### src/hdl/ssp_pkg.sv
/*
  Constants for the synchronous serial port: register offsets, bit positions,
  mode codes, reset values and divider reloads.
  Assumes one 50 MHz clock and byte-wide registers on a plain port.
*/
// Function
// RQ1 - slave select acts only in SPI slave mode with select control (0100)
// RQ2 - select low enables shifting and drives the serial out pin
// RQ3 - select high releases the serial out pin at once, mid-byte too
// RQ4 - select high resets SPI logic in slave mode with select control
// RQ5 - software enables select control for slave mode with edge select set
// RQ6 - SPI reset (select high or port disable) zeroes the bit counter
// RQ7 - serial out pin set as input never transmits; input still receives
// RQ8 - SPI master freezes during sleep and resumes where it stopped
// RQ9 - SPI slave shifts during sleep; 8 bits set flag and may wake
// RQ10 - device reset disables the port and aborts the transfer
// RQ11 - SPI modes 00,01,10,11 map to idle/edge 0/1,0/0,1/1,1/0
// RQ12 - I2C mode: master, slave, general call, start/stop, 7/10-bit address
// RQ13 - I2C control registers read/write; status low 6 read-only, top 2 rw
// RQ14 - address register is own address (slave) or baud reload (master)
// RQ15 - I2C receive double buffered; buffer write loads buffer and shifter
// RQ16 - status bit 7 selects slew-rate control
// RQ17 - status bit 6 enables SMBus input thresholds
// RQ18 - data/address bit: 1 after data, 0 after address, slave mode
// RQ19 - stop/start bits show last condition; cleared on reset and disable
// RQ20 - read/write bit: slave direction, master transmit in progress
// RQ21 - 10-bit slave sets address-update bit
// RQ22 - buffer-full shows received byte or transmit in progress
// RQ23 - mode field: 0-2 master clk/4,/16,/64; 3 timer/2; 4,5 slave
// RQ24 - buffer write during transfer is dropped and sets write collision
// RQ25 - slave bit counter counts from zero, byte done after eighth bit
package ssp_pkg;
  // register offsets
  localparam logic [3:0] A_BUF = 4'h0;
  localparam logic [3:0] A_CTL = 4'h1;
  localparam logic [3:0] A_STAT = 4'h2;
  localparam logic [3:0] A_CTL2 = 4'h3;
  localparam logic [3:0] A_ADR = 4'h4;
  localparam logic [3:0] A_PF = 4'h5;
  localparam logic [3:0] A_PE = 4'h6;
  localparam logic [3:0] A_PP = 4'h7;
  localparam logic [3:0] A_TRIS = 4'h8;
  // control bits
  localparam int C_WRITE_COLLISION = 7;
  localparam int C_OV = 6;
  localparam int C_EN = 5;
  localparam int C_CKP = 4;
  localparam int C_GCEN = 7;
  // status bits
  localparam int S_SMP = 7;
  localparam int S_CKE = 6;
  localparam int S_DA = 5;
  localparam int S_P = 4;
  localparam int S_S = 3;
  localparam int S_RW = 2;
  localparam int S_UA = 1;
  localparam int S_BF = 0;
  // irq flag/enable position, direction bits
  localparam int F_SSP = 3;
  localparam int T_SCK = 3;
  localparam int T_SDO = 5;
  // mode codes
  localparam logic [3:0] M_DIV4 = 4'h0;
  localparam logic [3:0] M_DIV16 = 4'h1;
  localparam logic [3:0] M_DIV64 = 4'h2;
  localparam logic [3:0] M_TMR = 4'h3;
  localparam logic [3:0] M_SS = 4'h4;
  localparam logic [3:0] M_NOSS = 4'h5;
  localparam logic [3:0] M_I2C7 = 4'h6;
  localparam logic [3:0] M_I2C10 = 4'h7;
  localparam logic [3:0] M_I2CM = 4'h8;
  localparam logic [3:0] M_I2CFW = 4'hb;
  localparam logic [3:0] M_I2C7I = 4'he;
  localparam logic [3:0] M_I2C10I = 4'hf;
  // half-period reloads (reload + 1 steps per sck edge; a step is a clock, or a timer tick in M_TMR)
  localparam logic [8:0] R_DIV4 = 9'h001;
  localparam logic [8:0] R_DIV16 = 9'h007;
  localparam logic [8:0] R_DIV64 = 9'h01f;
  localparam logic [8:0] R_TMR = 9'h000;
  // reset value, bit count and 10-bit address header
  localparam logic [7:0] TRIS_RST = 8'hff;
  localparam logic [3:0] BITS = 4'h8;
  localparam logic [4:0] TEN_HDR = 5'h1e;
endpackage

### src/hdl/ssp_rate_div.sv
/*
  Rate divider: one-cycle tick every reload+1 counted steps while running.
  Assumes step is a one-cycle enable; stopping run parks the count.
*/
`timescale 1ns/1ps
module ssp_rate_div
  import ssp_pkg::*;
(
  // clock and reset
  input wire logic clk,
  input wire logic reset_n,
  // control
  input wire logic run,
  input wire logic step,
  input wire logic [8:0] reload,
  // output
  output logic tick
);
  typedef struct packed {
    logic [8:0] cnt;
    logic tick;
  } ssp_div_t;

  ssp_div_t s;
  ssp_div_t next_s;

  always_comb begin
    next_s = s;
    next_s.tick = 1'b0;
    if (!run) begin
      // parked, not cleared: a halted master keeps its phase
      next_s.tick = 1'b0;
    end else if (step) begin
      if (s.cnt == 9'h000) begin
        next_s.cnt = reload;
        next_s.tick = 1'b1;
      end else begin
        next_s.cnt = s.cnt - 9'h001;
      end
    end
  end

  always_ff @(posedge clk or negedge reset_n) begin
    if (!reset_n) begin
      s <= '0;
    end else begin
      s <= next_s;
    end
  end

  assign tick = s.tick;
endmodule

### src/hdl/ssp_top.sv
/*
  Synchronous serial port: SPI master/slave and I2C register set with a
  slave receive path, start/stop detection and a master bit timer.
  Assumes all pins are synchronous to clk; sck doubles as scl, sdi as sda.
*/
// Local design decisions: the register addresses and the address-and-strobe port.
`timescale 1ns/1ps
module ssp_top
  import ssp_pkg::*;
(
  // clock and reset
  input wire logic clk,
  input wire logic reset_n,
  // register port
  input wire logic [3:0] addr,
  input wire logic [7:0] wdata,
  input wire logic wr,
  input wire logic rd,
  output logic [7:0] rdata,
  // serial pins
  input wire logic sck_in,
  output logic sck_out,
  output logic sck_oe,
  input wire logic serial_in_pin,
  output logic serial_out_pin,
  output logic sdo_oe,
  input wire logic ss_n,
  // system
  input wire logic sleep,
  input wire logic timer_tick,
  output logic wake
);
  typedef struct packed {
    logic [7:0] buf_q;
    logic [7:0] sr;
    logic [3:0] cnt;
    logic busy;
    logic sck;
    logic serial_out_pin;
    logic sdo_oe;
    logic sck_oe;
    logic [7:0] ctl;
    logic [7:0] stat;
    logic [7:0] ctl2;
    logic [7:0] adr;
    logic [7:0] pf;
    logic [7:0] pe;
    logic [7:0] pp;
    logic [7:0] rdata;
    logic wake;
    logic psck;
    logic psda;
    logic aph;
    logic sel;
    logic [7:0] tris;
  } ssp_st_t;

  localparam ssp_st_t ST_RST = '{tris: TRIS_RST, default: '0};

  ssp_st_t s;
  ssp_st_t next_s;

  logic tick;
  logic div_run;
  logic div_step;
  logic [8:0] div_reload;

  logic [3:0] mode;
  logic en;
  logic clock_idle_level;
  logic cke;
  logic spi_m;
  logic spi_s;
  logic ss_rst;
  logic slave_act;
  logic i2c_s;
  logic i2c_m;
  logic lead;
  logic trail;
  logic samp;
  logic launch;
  logic xfer_busy;
  logic set_flag;
  logic scl_rise;
  logic start_c;
  logic stop_c;
  logic match;
  logic gcall;
  logic [7:0] rx;

  assign mode = s.ctl[3:0];
  assign en = s.ctl[C_EN];
  assign clock_idle_level = s.ctl[C_CKP];
  assign cke = s.stat[S_CKE];
  assign spi_m = en && (mode[3:2] == 2'b00); // [RQ23]
  assign spi_s = en && (mode == M_SS || mode == M_NOSS);
  assign ss_rst = en && (mode == M_SS) && ss_n; // [RQ1] [RQ4]
  assign slave_act = spi_s && !ss_rst; // [RQ2]
  assign i2c_s = en && (mode == M_I2C7 || mode == M_I2C10 ||
                        mode == M_I2C7I || mode == M_I2C10I);
  assign i2c_m = en && (mode == M_I2CM || mode == M_I2CFW); // [RQ12]

  // master clock freezes in sleep; slave edges come from the pin
  assign div_run = s.busy && (spi_m || i2c_m) && !sleep; // [RQ8]
  assign div_step = (spi_m && mode == M_TMR) ? timer_tick : 1'b1;

  always_comb begin
    div_reload = R_DIV4;
    case (mode)
      M_DIV4: div_reload = R_DIV4;
      M_DIV16: div_reload = R_DIV16;
      M_DIV64: div_reload = R_DIV64;
      M_TMR: div_reload = R_TMR;
      // fosc/(4*(n+1)) per bit, low seven bits only
      default: div_reload = {s.adr[6:0], 2'b11}; // [RQ14]
    endcase
  end

  ssp_rate_div u_div (
    .clk(clk),
    .reset_n(reset_n),
    .run(div_run),
    .step(div_step),
    .reload(div_reload),
    .tick(tick)
  );

  always_comb begin
    next_s = s;
    set_flag = 1'b0;
    lead = 1'b0;
    trail = 1'b0;
    rx = {s.sr[6:0], serial_in_pin};
    match = 1'b0;
    gcall = 1'b0;
    next_s.psck = sck_in;
    next_s.psda = serial_in_pin;
    scl_rise = !s.psck && sck_in;
    start_c = (i2c_s || i2c_m) && s.psck && sck_in && s.psda && !serial_in_pin;
    stop_c = (i2c_s || i2c_m) && s.psck && sck_in && !s.psda && serial_in_pin;
    xfer_busy = s.busy || (spi_s && s.cnt != 4'h0) ||
                (i2c_s && s.stat[S_RW] && s.stat[S_BF]);

    // register reads, data one cycle later
    next_s.rdata = 8'h00;
    if (rd) begin
      case (addr)
        A_BUF: next_s.rdata = s.buf_q;
        A_CTL: next_s.rdata = s.ctl;
        A_STAT: next_s.rdata = s.stat;
        A_CTL2: next_s.rdata = s.ctl2;
        A_ADR: next_s.rdata = s.adr;
        A_PF: next_s.rdata = s.pf;
        A_PE: next_s.rdata = s.pe;
        A_PP: next_s.rdata = s.pp;
        A_TRIS: next_s.rdata = s.tris;
        default: next_s.rdata = 8'h00;
      endcase
      if (addr == A_BUF) begin
        next_s.stat[S_BF] = 1'b0;
      end
    end

    // register writes; hardware sets below take priority
    if (wr) begin
      case (addr)
        A_CTL: next_s.ctl = wdata; // [RQ13]
        A_STAT: next_s.stat[7:6] = wdata[7:6]; // [RQ13] [RQ16] [RQ17]
        A_CTL2: next_s.ctl2 = wdata;
        A_ADR: begin
          next_s.adr = wdata;
          next_s.stat[S_UA] = 1'b0;
        end
        A_PF: next_s.pf = wdata;
        A_PE: next_s.pe = wdata;
        A_PP: next_s.pp = wdata;
        A_TRIS: next_s.tris = wdata;
        A_BUF: begin
          if (xfer_busy) begin
            next_s.ctl[C_WRITE_COLLISION] = 1'b1; // [RQ24]
          end else begin
            next_s.buf_q = wdata; // [RQ15]
            next_s.sr = wdata;
            next_s.cnt = 4'h0;
            if (cke) begin
              next_s.serial_out_pin = wdata[7];
            end
            if (spi_m || i2c_m) begin
              next_s.busy = 1'b1;
            end
            if (i2c_m || i2c_s) begin
              next_s.stat[S_BF] = 1'b1; // [RQ22]
            end
            if (i2c_m) begin
              next_s.stat[S_RW] = 1'b1; // [RQ20]
            end
          end
        end
        default: next_s.tris = next_s.tris;
      endcase
    end

    // SPI edge detection, one framework for master and slave
    // a tick already in flight is dropped in sleep; the divider reloads, so the edge only comes late
    if (spi_m && s.busy && tick && !sleep) begin // [RQ8]
      lead = (s.sck == clock_idle_level);
      trail = !lead;
      next_s.sck = !s.sck;
    end else if (slave_act && sck_in != s.psck) begin
      lead = (s.psck == clock_idle_level);
      trail = !lead;
    end
    // edge select 1 samples on the leading edge, 0 on the trailing
    samp = cke ? lead : trail; // [RQ11]
    launch = cke ? trail : lead;

    if (samp) begin
      next_s.sr = rx;
      next_s.cnt = s.cnt + 4'h1; // [RQ25]
      if (s.cnt == BITS - 4'h1) begin
        set_flag = 1'b1; // [RQ9]
        if (spi_s && s.stat[S_BF]) begin
          // unread byte kept; new one dropped
          next_s.ctl[C_OV] = 1'b1;
        end else begin
          next_s.buf_q = rx;
          next_s.stat[S_BF] = 1'b1;
        end
        if (spi_s) begin
          next_s.cnt = 4'h0; // [RQ25]
        end
      end
    end
    if (launch) begin
      next_s.serial_out_pin = s.sr[7];
    end
    if (spi_m && trail && next_s.cnt == BITS) begin
      next_s.busy = 1'b0;
      next_s.cnt = 4'h0;
    end
    if (spi_m && !s.busy) begin
      next_s.sck = clock_idle_level;
    end

    // SPI reset: select high or port off zeroes the counter
    if (ss_rst || !en) begin
      next_s.cnt = 4'h0; // [RQ6] [RQ4]
      next_s.busy = 1'b0;
      next_s.sck = clock_idle_level;
    end

    // I2C slave receive
    if (start_c) begin
      next_s.stat[S_S] = 1'b1; // [RQ19]
      next_s.stat[S_P] = 1'b0;
      next_s.cnt = 4'h0;
      next_s.aph = 1'b1;
      next_s.sel = 1'b0;
      if (i2c_s && mode[3]) begin
        set_flag = 1'b1; // [RQ12]
      end
    end else if (stop_c) begin
      next_s.stat[S_P] = 1'b1; // [RQ19]
      next_s.stat[S_S] = 1'b0;
      next_s.sel = 1'b0;
      if (i2c_s) begin
        next_s.stat[S_RW] = 1'b0; // [RQ20]
      end
      if (i2c_s && mode[3]) begin
        set_flag = 1'b1;
      end
    end else if (i2c_s && scl_rise) begin
      if (s.cnt == BITS) begin
        // ninth clock: acknowledge slot, skip it
        next_s.cnt = 4'h0;
      end else begin
        next_s.sr = rx;
        next_s.cnt = s.cnt + 4'h1;
      end
      if (s.cnt == BITS - 4'h1) begin
        if (s.aph) begin
          gcall = s.ctl2[C_GCEN] && rx == 8'h00; // [RQ12]
          if (mode[0]) begin
            match = rx[7:3] == TEN_HDR && rx[2:1] == s.adr[2:1];
          end else begin
            match = rx[7:1] == s.adr[7:1];
          end
          next_s.aph = 1'b0;
          if (match || gcall) begin
            next_s.sel = 1'b1;
            next_s.stat[S_DA] = 1'b0; // [RQ18]
            next_s.stat[S_RW] = rx[0] && !gcall; // [RQ20]
            next_s.stat[S_UA] = mode[0]; // [RQ21]
          end
        end else if (s.sel) begin
          next_s.stat[S_DA] = 1'b1; // [RQ18]
        end
        if ((s.aph && (match || gcall)) || (!s.aph && s.sel)) begin
          set_flag = 1'b1;
          if (s.stat[S_BF] || s.ctl[C_OV]) begin
            next_s.ctl[C_OV] = 1'b1;
          end else begin
            next_s.buf_q = rx; // [RQ15]
            next_s.stat[S_BF] = 1'b1;
          end
        end
      end
    end

    // I2C master: bit timer from the baud reload, no pin drive
    if (i2c_m && s.busy && tick) begin
      next_s.cnt = s.cnt + 4'h1;
      if (s.cnt == BITS - 4'h1) begin
        next_s.busy = 1'b0;
        next_s.cnt = 4'h0;
        next_s.stat[S_RW] = 1'b0; // [RQ20]
        next_s.stat[S_BF] = 1'b0; // [RQ22]
        set_flag = 1'b1;
      end
    end

    if (!en) begin
      next_s.stat[S_P] = 1'b0; // [RQ19]
      next_s.stat[S_S] = 1'b0;
      next_s.aph = 1'b0;
      next_s.sel = 1'b0;
    end

    // event beats a same-cycle software clear
    if (set_flag) begin
      next_s.pf[F_SSP] = 1'b1;
    end

    // pin drivers; direction bit set to input blocks transmit
    // stored direction bits, so the enables lag a write exactly like a mode change
    next_s.sdo_oe = (spi_m || (spi_s && !ss_rst)) &&
                    !s.tris[T_SDO]; // [RQ2] [RQ3] [RQ7]
    next_s.sck_oe = spi_m && !s.tris[T_SCK];
    next_s.wake = s.pf[F_SSP] && s.pe[F_SSP]; // [RQ9]
  end

  // reset leaves the port disabled, transfer dropped
  always_ff @(posedge clk or negedge reset_n) begin
    if (!reset_n) begin
      s <= ST_RST; // [RQ10]
    end else begin
      s <= next_s;
    end
  end

  assign rdata = s.rdata;
  assign sck_out = s.sck;
  assign sck_oe = s.sck_oe;
  assign serial_out_pin = s.serial_out_pin;
  assign sdo_oe = s.sdo_oe;
  assign wake = s.wake;
endmodule

### config.mk
export PLATFORM = sky130hd
export DESIGN_NAME = ssp_top
export DESIGN_NICKNAME = d
export VERILOG_FILES = /design/src/hdl/ssp_pkg.sv /design/src/hdl/ssp_rate_div.sv /design/src/hdl/ssp_top.sv
export SDC_FILE = /design/constraint.sdc
export NUM_CORES = 1
export LEC_CHECK = 0
export ABC_CLOCK_PERIOD_IN_PS = 3190
export BUFFER_PORTS_ARGS = -buffer_cell sky130_fd_sc_hd__buf_2
export CORE_MARGIN = 3
export CORE_UTILIZATION = 40
export DETAILED_ROUTE_END_ITERATION = 10
export GPL_TIMING_DRIVEN = 0
export SKIP_LAST_GASP = 1
export SLEW_MARGIN = 10
export SYNTH_ARGS = -nofsm -noshare
export SYNTH_HDL_FRONTEND = slang
export SYNTH_SLANG_ARGS = --single-unit
### constraint.sdc
create_clock -name clk -period 3.19 [get_ports clk]
set_input_delay 0.319 -clock clk [delete_from_list [all_inputs] [get_ports clk]]
set_output_delay 0.319 -clock clk [all_outputs]
set_load 0.02 [all_outputs]
-- Word-level counts from Yosys, hierarchy flattened
Index checks and enable logic that the tools add are counted.
- add/subtract/negate cells: 2
- equal/unequal tests: 39
- mux-type cells: 130
- bitwise gates (word level): 2
- reductions and logical operators: 98
- operator list (kind ; number):
    2-to-1 mux 8 bit ; 12
    2-to-1 mux 1 bit ; 82
    one-hot mux 8 bit (9 select lines) ; 1
    2-to-1 mux 21 bit ; 3
    2-to-1 mux 20 bit ; 3
    2-to-1 mux 43 bit ; 1
    logical AND 1 bit ; 40
    == test 4 x 3 -> 1 bit (second input constant) ; 9
    one-hot mux 9 bit (4 select lines) ; 1
    == test 4 bit (second input constant) ; 7
    2-to-1 mux 2 bit ; 11
    AND reduction 2 bit ; 10
    2-to-1 mux 9 bit ; 2
    == test 4 x 2 -> 1 bit (second input constant) ; 4
    2-to-1 mux 16 bit ; 1
    2-to-1 mux 4 bit ; 4
    logical OR 1 bit ; 15
    2-to-1 mux 5 bit ; 3
    logical NOT 1 bit ; 14
    nonzero test 2 bit ; 7
    inequality test 4 x 1 -> 1 bit (second input constant) ; 3
    logical NOT 9 bit ; 1
    2-to-1 mux 3 bit ; 3
    inequality test 3 x 1 -> 1 bit (second input constant) ; 3
    other kinds (24) ; 31
- register bits: 112
- input bits: 21
- output and inout port bits: 13
- word-level logic and storage cells: 301

-- Longest topological paths before layout
- depth after elaboration: 29
- gate-level depth with buffers: 9
- gate-level depth less buffers: 8

-- Cells and area by module
A second synthesis with hierarchy kept.
- cell total of the unflattened synthesis: 583
- area, all modules: 6323.6 µm²
- modules (own cells, without submodules) (module ; times used ; cells each ; area an instance (µm²) ; seq. area each (µm²)):
    ssp_top ; 1 ; 524 ; 5736.8 ; 2562.5
    ssp_rate_div ; 1 ; 59 ; 586.8 ; 250.2

-- Worst setup path before layout
Ideal clock, no wire load.
- path type: register to register
- from: reg s, in the netlist mode[2]
- to: reg s[100] in the netlist's numbering
- library setup time: 125 ps
- arrival: 2254 ps
- required time: 3065 ps
- path slack: 811 ps
- stages on the path, launching flop included: 7
- buffers on the path: 0
- period minus slack after synthesis: 2379 ps
- cell sequence: dfrtp_1 -> or3_1 -> a211oi_2 -> nor3b_4 -> nor3_2 -> a32oi_4 -> mux2_2
- RTL lines (element ; line ; text):
    start, declared ; ssp_top.sv:60 ; ssp_st_t s;
    start signal, assigned ; ssp_top.sv:347 ; s <= next_s;

==> results.yml <==
yosys:
  netlist_instances: 564
  synth_largest_area_cell: "dfrtp_1"
  async_flop_share_pct: 100
  ys_seq_area_share_pct: 45.9
  synth_cell_type_count: 75
  synth_edf_count: 0
  synthTopCellsByCount: "dfrtp_1, mux2_2, nand2_1"
  synth_ff_type: "dfrtp_1"
  synth.most_common_cell: "dfrtp_1"
  syn-num-nets: 589
  synth.top_cell.area_share_pct: 42.5
  synth_area_per_cell_um2: 10.9
  synth_warnings: 0
  synth.cell_area_um2: 6130
  synthTopCellsByArea: "dfrtp_1, mux2_2, dfstp_2, nand2_1, o21ai_0"
  ys_ff_latch: 112
worst_setup_path:
  start_kind: "register"
  worstSetupPathType: "reg2reg"
  arrival_ps: 3100
  worst_ep_required_time_ps: 3430
  cp_max_fo: 9
  end_kind: "register"
floorplanning:
  start_util_pct: 41.5
  chipWidth_um: 130
  dieArea_um2: 16800
  num_rows: 44
  io_pins: 34
  core-area_um2: 14800
  die_y_um: 130
detailed_routing:
  drc: 0
  met1Wirelength_um: 8190
  drtIter0Drc: 399
  wl_per_cell_um: 21.8
  wl_met3_um: 1010
  wl_met2_um: 7720
  via_count: 4738
  drt_pass1_iterations: 5
  drtAntennaViolNets: 0
  routed_wl_um: 17300
  viasPerCell: 5.97
  top_layer_used: "met4"
placement:
  io_buffer_count: 28
  dp.cells: 777
  finalWeightedCongestion: 0.902
  place_ws_ps: 366
  hpwl_um: 12600
pwr:
  ir_worst_vdd_uv: 267
  p_per_area_nw_per_um2: 619
  leakagePower_uw: 0.00285
global_routing:
  overflow: 0
  grt_pass1_vias: 4619
  antenna_found_initial: 0
  grt_pass1_wl_um: 26700
  grt_max_degree: 78
  grt_usage_pct: 21.1
clocking:
  cts_tree: "yes"
  cts_inserted_buffers: 9
  post_cts_buffers: 0
  cts-root-buf: "clkbuf_16"
  htreeDepth: 3
  cts.path.max_buffers: 2
  path_clk_slew_ps: 70
  insertion_delay_ps: 360
  cts.sinks: 112
timing:
  slew-limit-headroom_pct: 37.2
  fin_ws_ps: 324
  hold_viol_final: 0
  hold-worst-slack_ps: 137
  tightest_slew_ps: 930
  fmax_mhz: 349
  rsz0062_at_grt: "no"
  setup_viol: 0
  finalClockSkew_ps: 9.66
  slew_viol_final: 0
  fin_setup_tns_ps: 0
  period_share_pct: 89.8
  period_minus_slack_ps: 2870
layout:
  finalNonFillerCells: 794
  seqCellArea_um2: 2810
  drive_above_1_share_pct: 29.3
  area_growth_pct: 11.6
  diodes: 0
  final_core_util_pct: 46.4
  n_fill_cell: 1387
  multi_input_area_um2: 3080
  fin_nets: 630
status:
  status: "completed"
job:
  maxCapViolations: 0
min_path:
  hold_path.class: "in2reg"
[logic make-up after synthesis]
group                      count (synthesis)  share of synthesized area, %
AOI/OAI and AO/OA                        125                          14.2
adders and majority gates                  4                         0.817
and+or+nand+nor                          160                          14.3
muxes                                    102                          19.2
buffers and inverters                     49                          3.88
xor gates and xnor gates                  12                          1.72
DFF                                      112                          45.9
[metrics by stage]
step / power [uW] / instance area, um2
6_report: 4230 / 6840
2_1_floorplan: 2730 / 6130
5_1_grt: 4450 / 6840
3_5_place_dp: 3120 / 6540
3_3_place_gp: 3080 / 6500
4_1_cts: 4250 / 6840
[cells in the final DEF, fill, tap and decap left out, types with 7 or more instances in the layout]
cell type  count
xnor2_1        9
o21ai_0       34
a21oi_1       24
dfstp_2        8
nor3_1        14
inv_1         12
nand2_1       46
nor2b_1       12
buf_2         34
a22oi_1        7
mux2i_1       14
nor2_1        24
nand3_1       10
or3_1          9
buf_4         10
clkbuf_1      13
clkbuf_16      9
mux2_2        83
dfrtp_1      104
[power by group]
group	internal, uW	switching [uW]
Sequential	1720	291
Combinational	525	574
Clock	582	539
Total	2830	1400
[path summary, 6_finish.rpt]
path | startpoint | to | slack, ps | cells past startpoint
min | serial_in_pin | s[10]$_DFF_PN0_ | 140 | 1
max reg2reg | mode[2]$_DFFE_PN0P_ | s[98]$_DFF_PN0_ | 320 | 6
max | mode[2]$_DFFE_PN0P_ | s[98]$_DFF_PN0_ | 320 | 6
min in group asynchronous | reset_n | s[85]$_DFF_PN0_ | 450 | 2
min reg2reg | s[76]$_DFFE_PN0P_ | s[76]$_DFFE_PN0P_ | 500 | 1
max in group asynchronous | reset_n | s[5]$_DFFE_PN1P_ | 2030 | 3
[final cells by class]
cell class	instances	share of cell area (%)
repair buffers	30	2.69
flip-flops and latches	112	41.1
clock buffers	12	3.75
well taps	184	3.37
clock inverters	4	0.531
inverters	13	0.714
plain buffers	36	2.76
multi-input cells	403	45.1
[layer usage]
layer  track usage (%)  vias up
met4              7.40        0
met2              31.4      161
met3              3.56       26
li1                  -     2153
met1              31.1     2398
met5                 0        -
[sequential cells by signal, indices dropped and copies added, names as in the netlist]
| register | count |
|---|---|
| s | 75 |
| u_div.s | 9 |
| rdata | 8 |
| rx | 7 |
| mode | 4 |
| cke | 1 |
| clock_idle_level | 1 |
| en | 1 |
| sck_oe | 1 |
| sck_out | 1 |
| sdo_oe | 1 |
| serial_out_pin | 1 |
| u_div.tick | 1 |
| wake | 1 |
[critical path, stage by stage, from the launching register on]
cell      delay (ps)
dfrtp_1          400
or3_1            390
a211oi_2         440
nor3b_4          470
nor3_2           180
a32oi_4          470
mux2_2           390
[timing repair]
action                                 in CTS  in global routing
endpoints found under the hold margin      35                  0
resized for setup                           0                  0
hold buffers                                1                  0
Note: power is estimated with default switching activity, not from simulation.
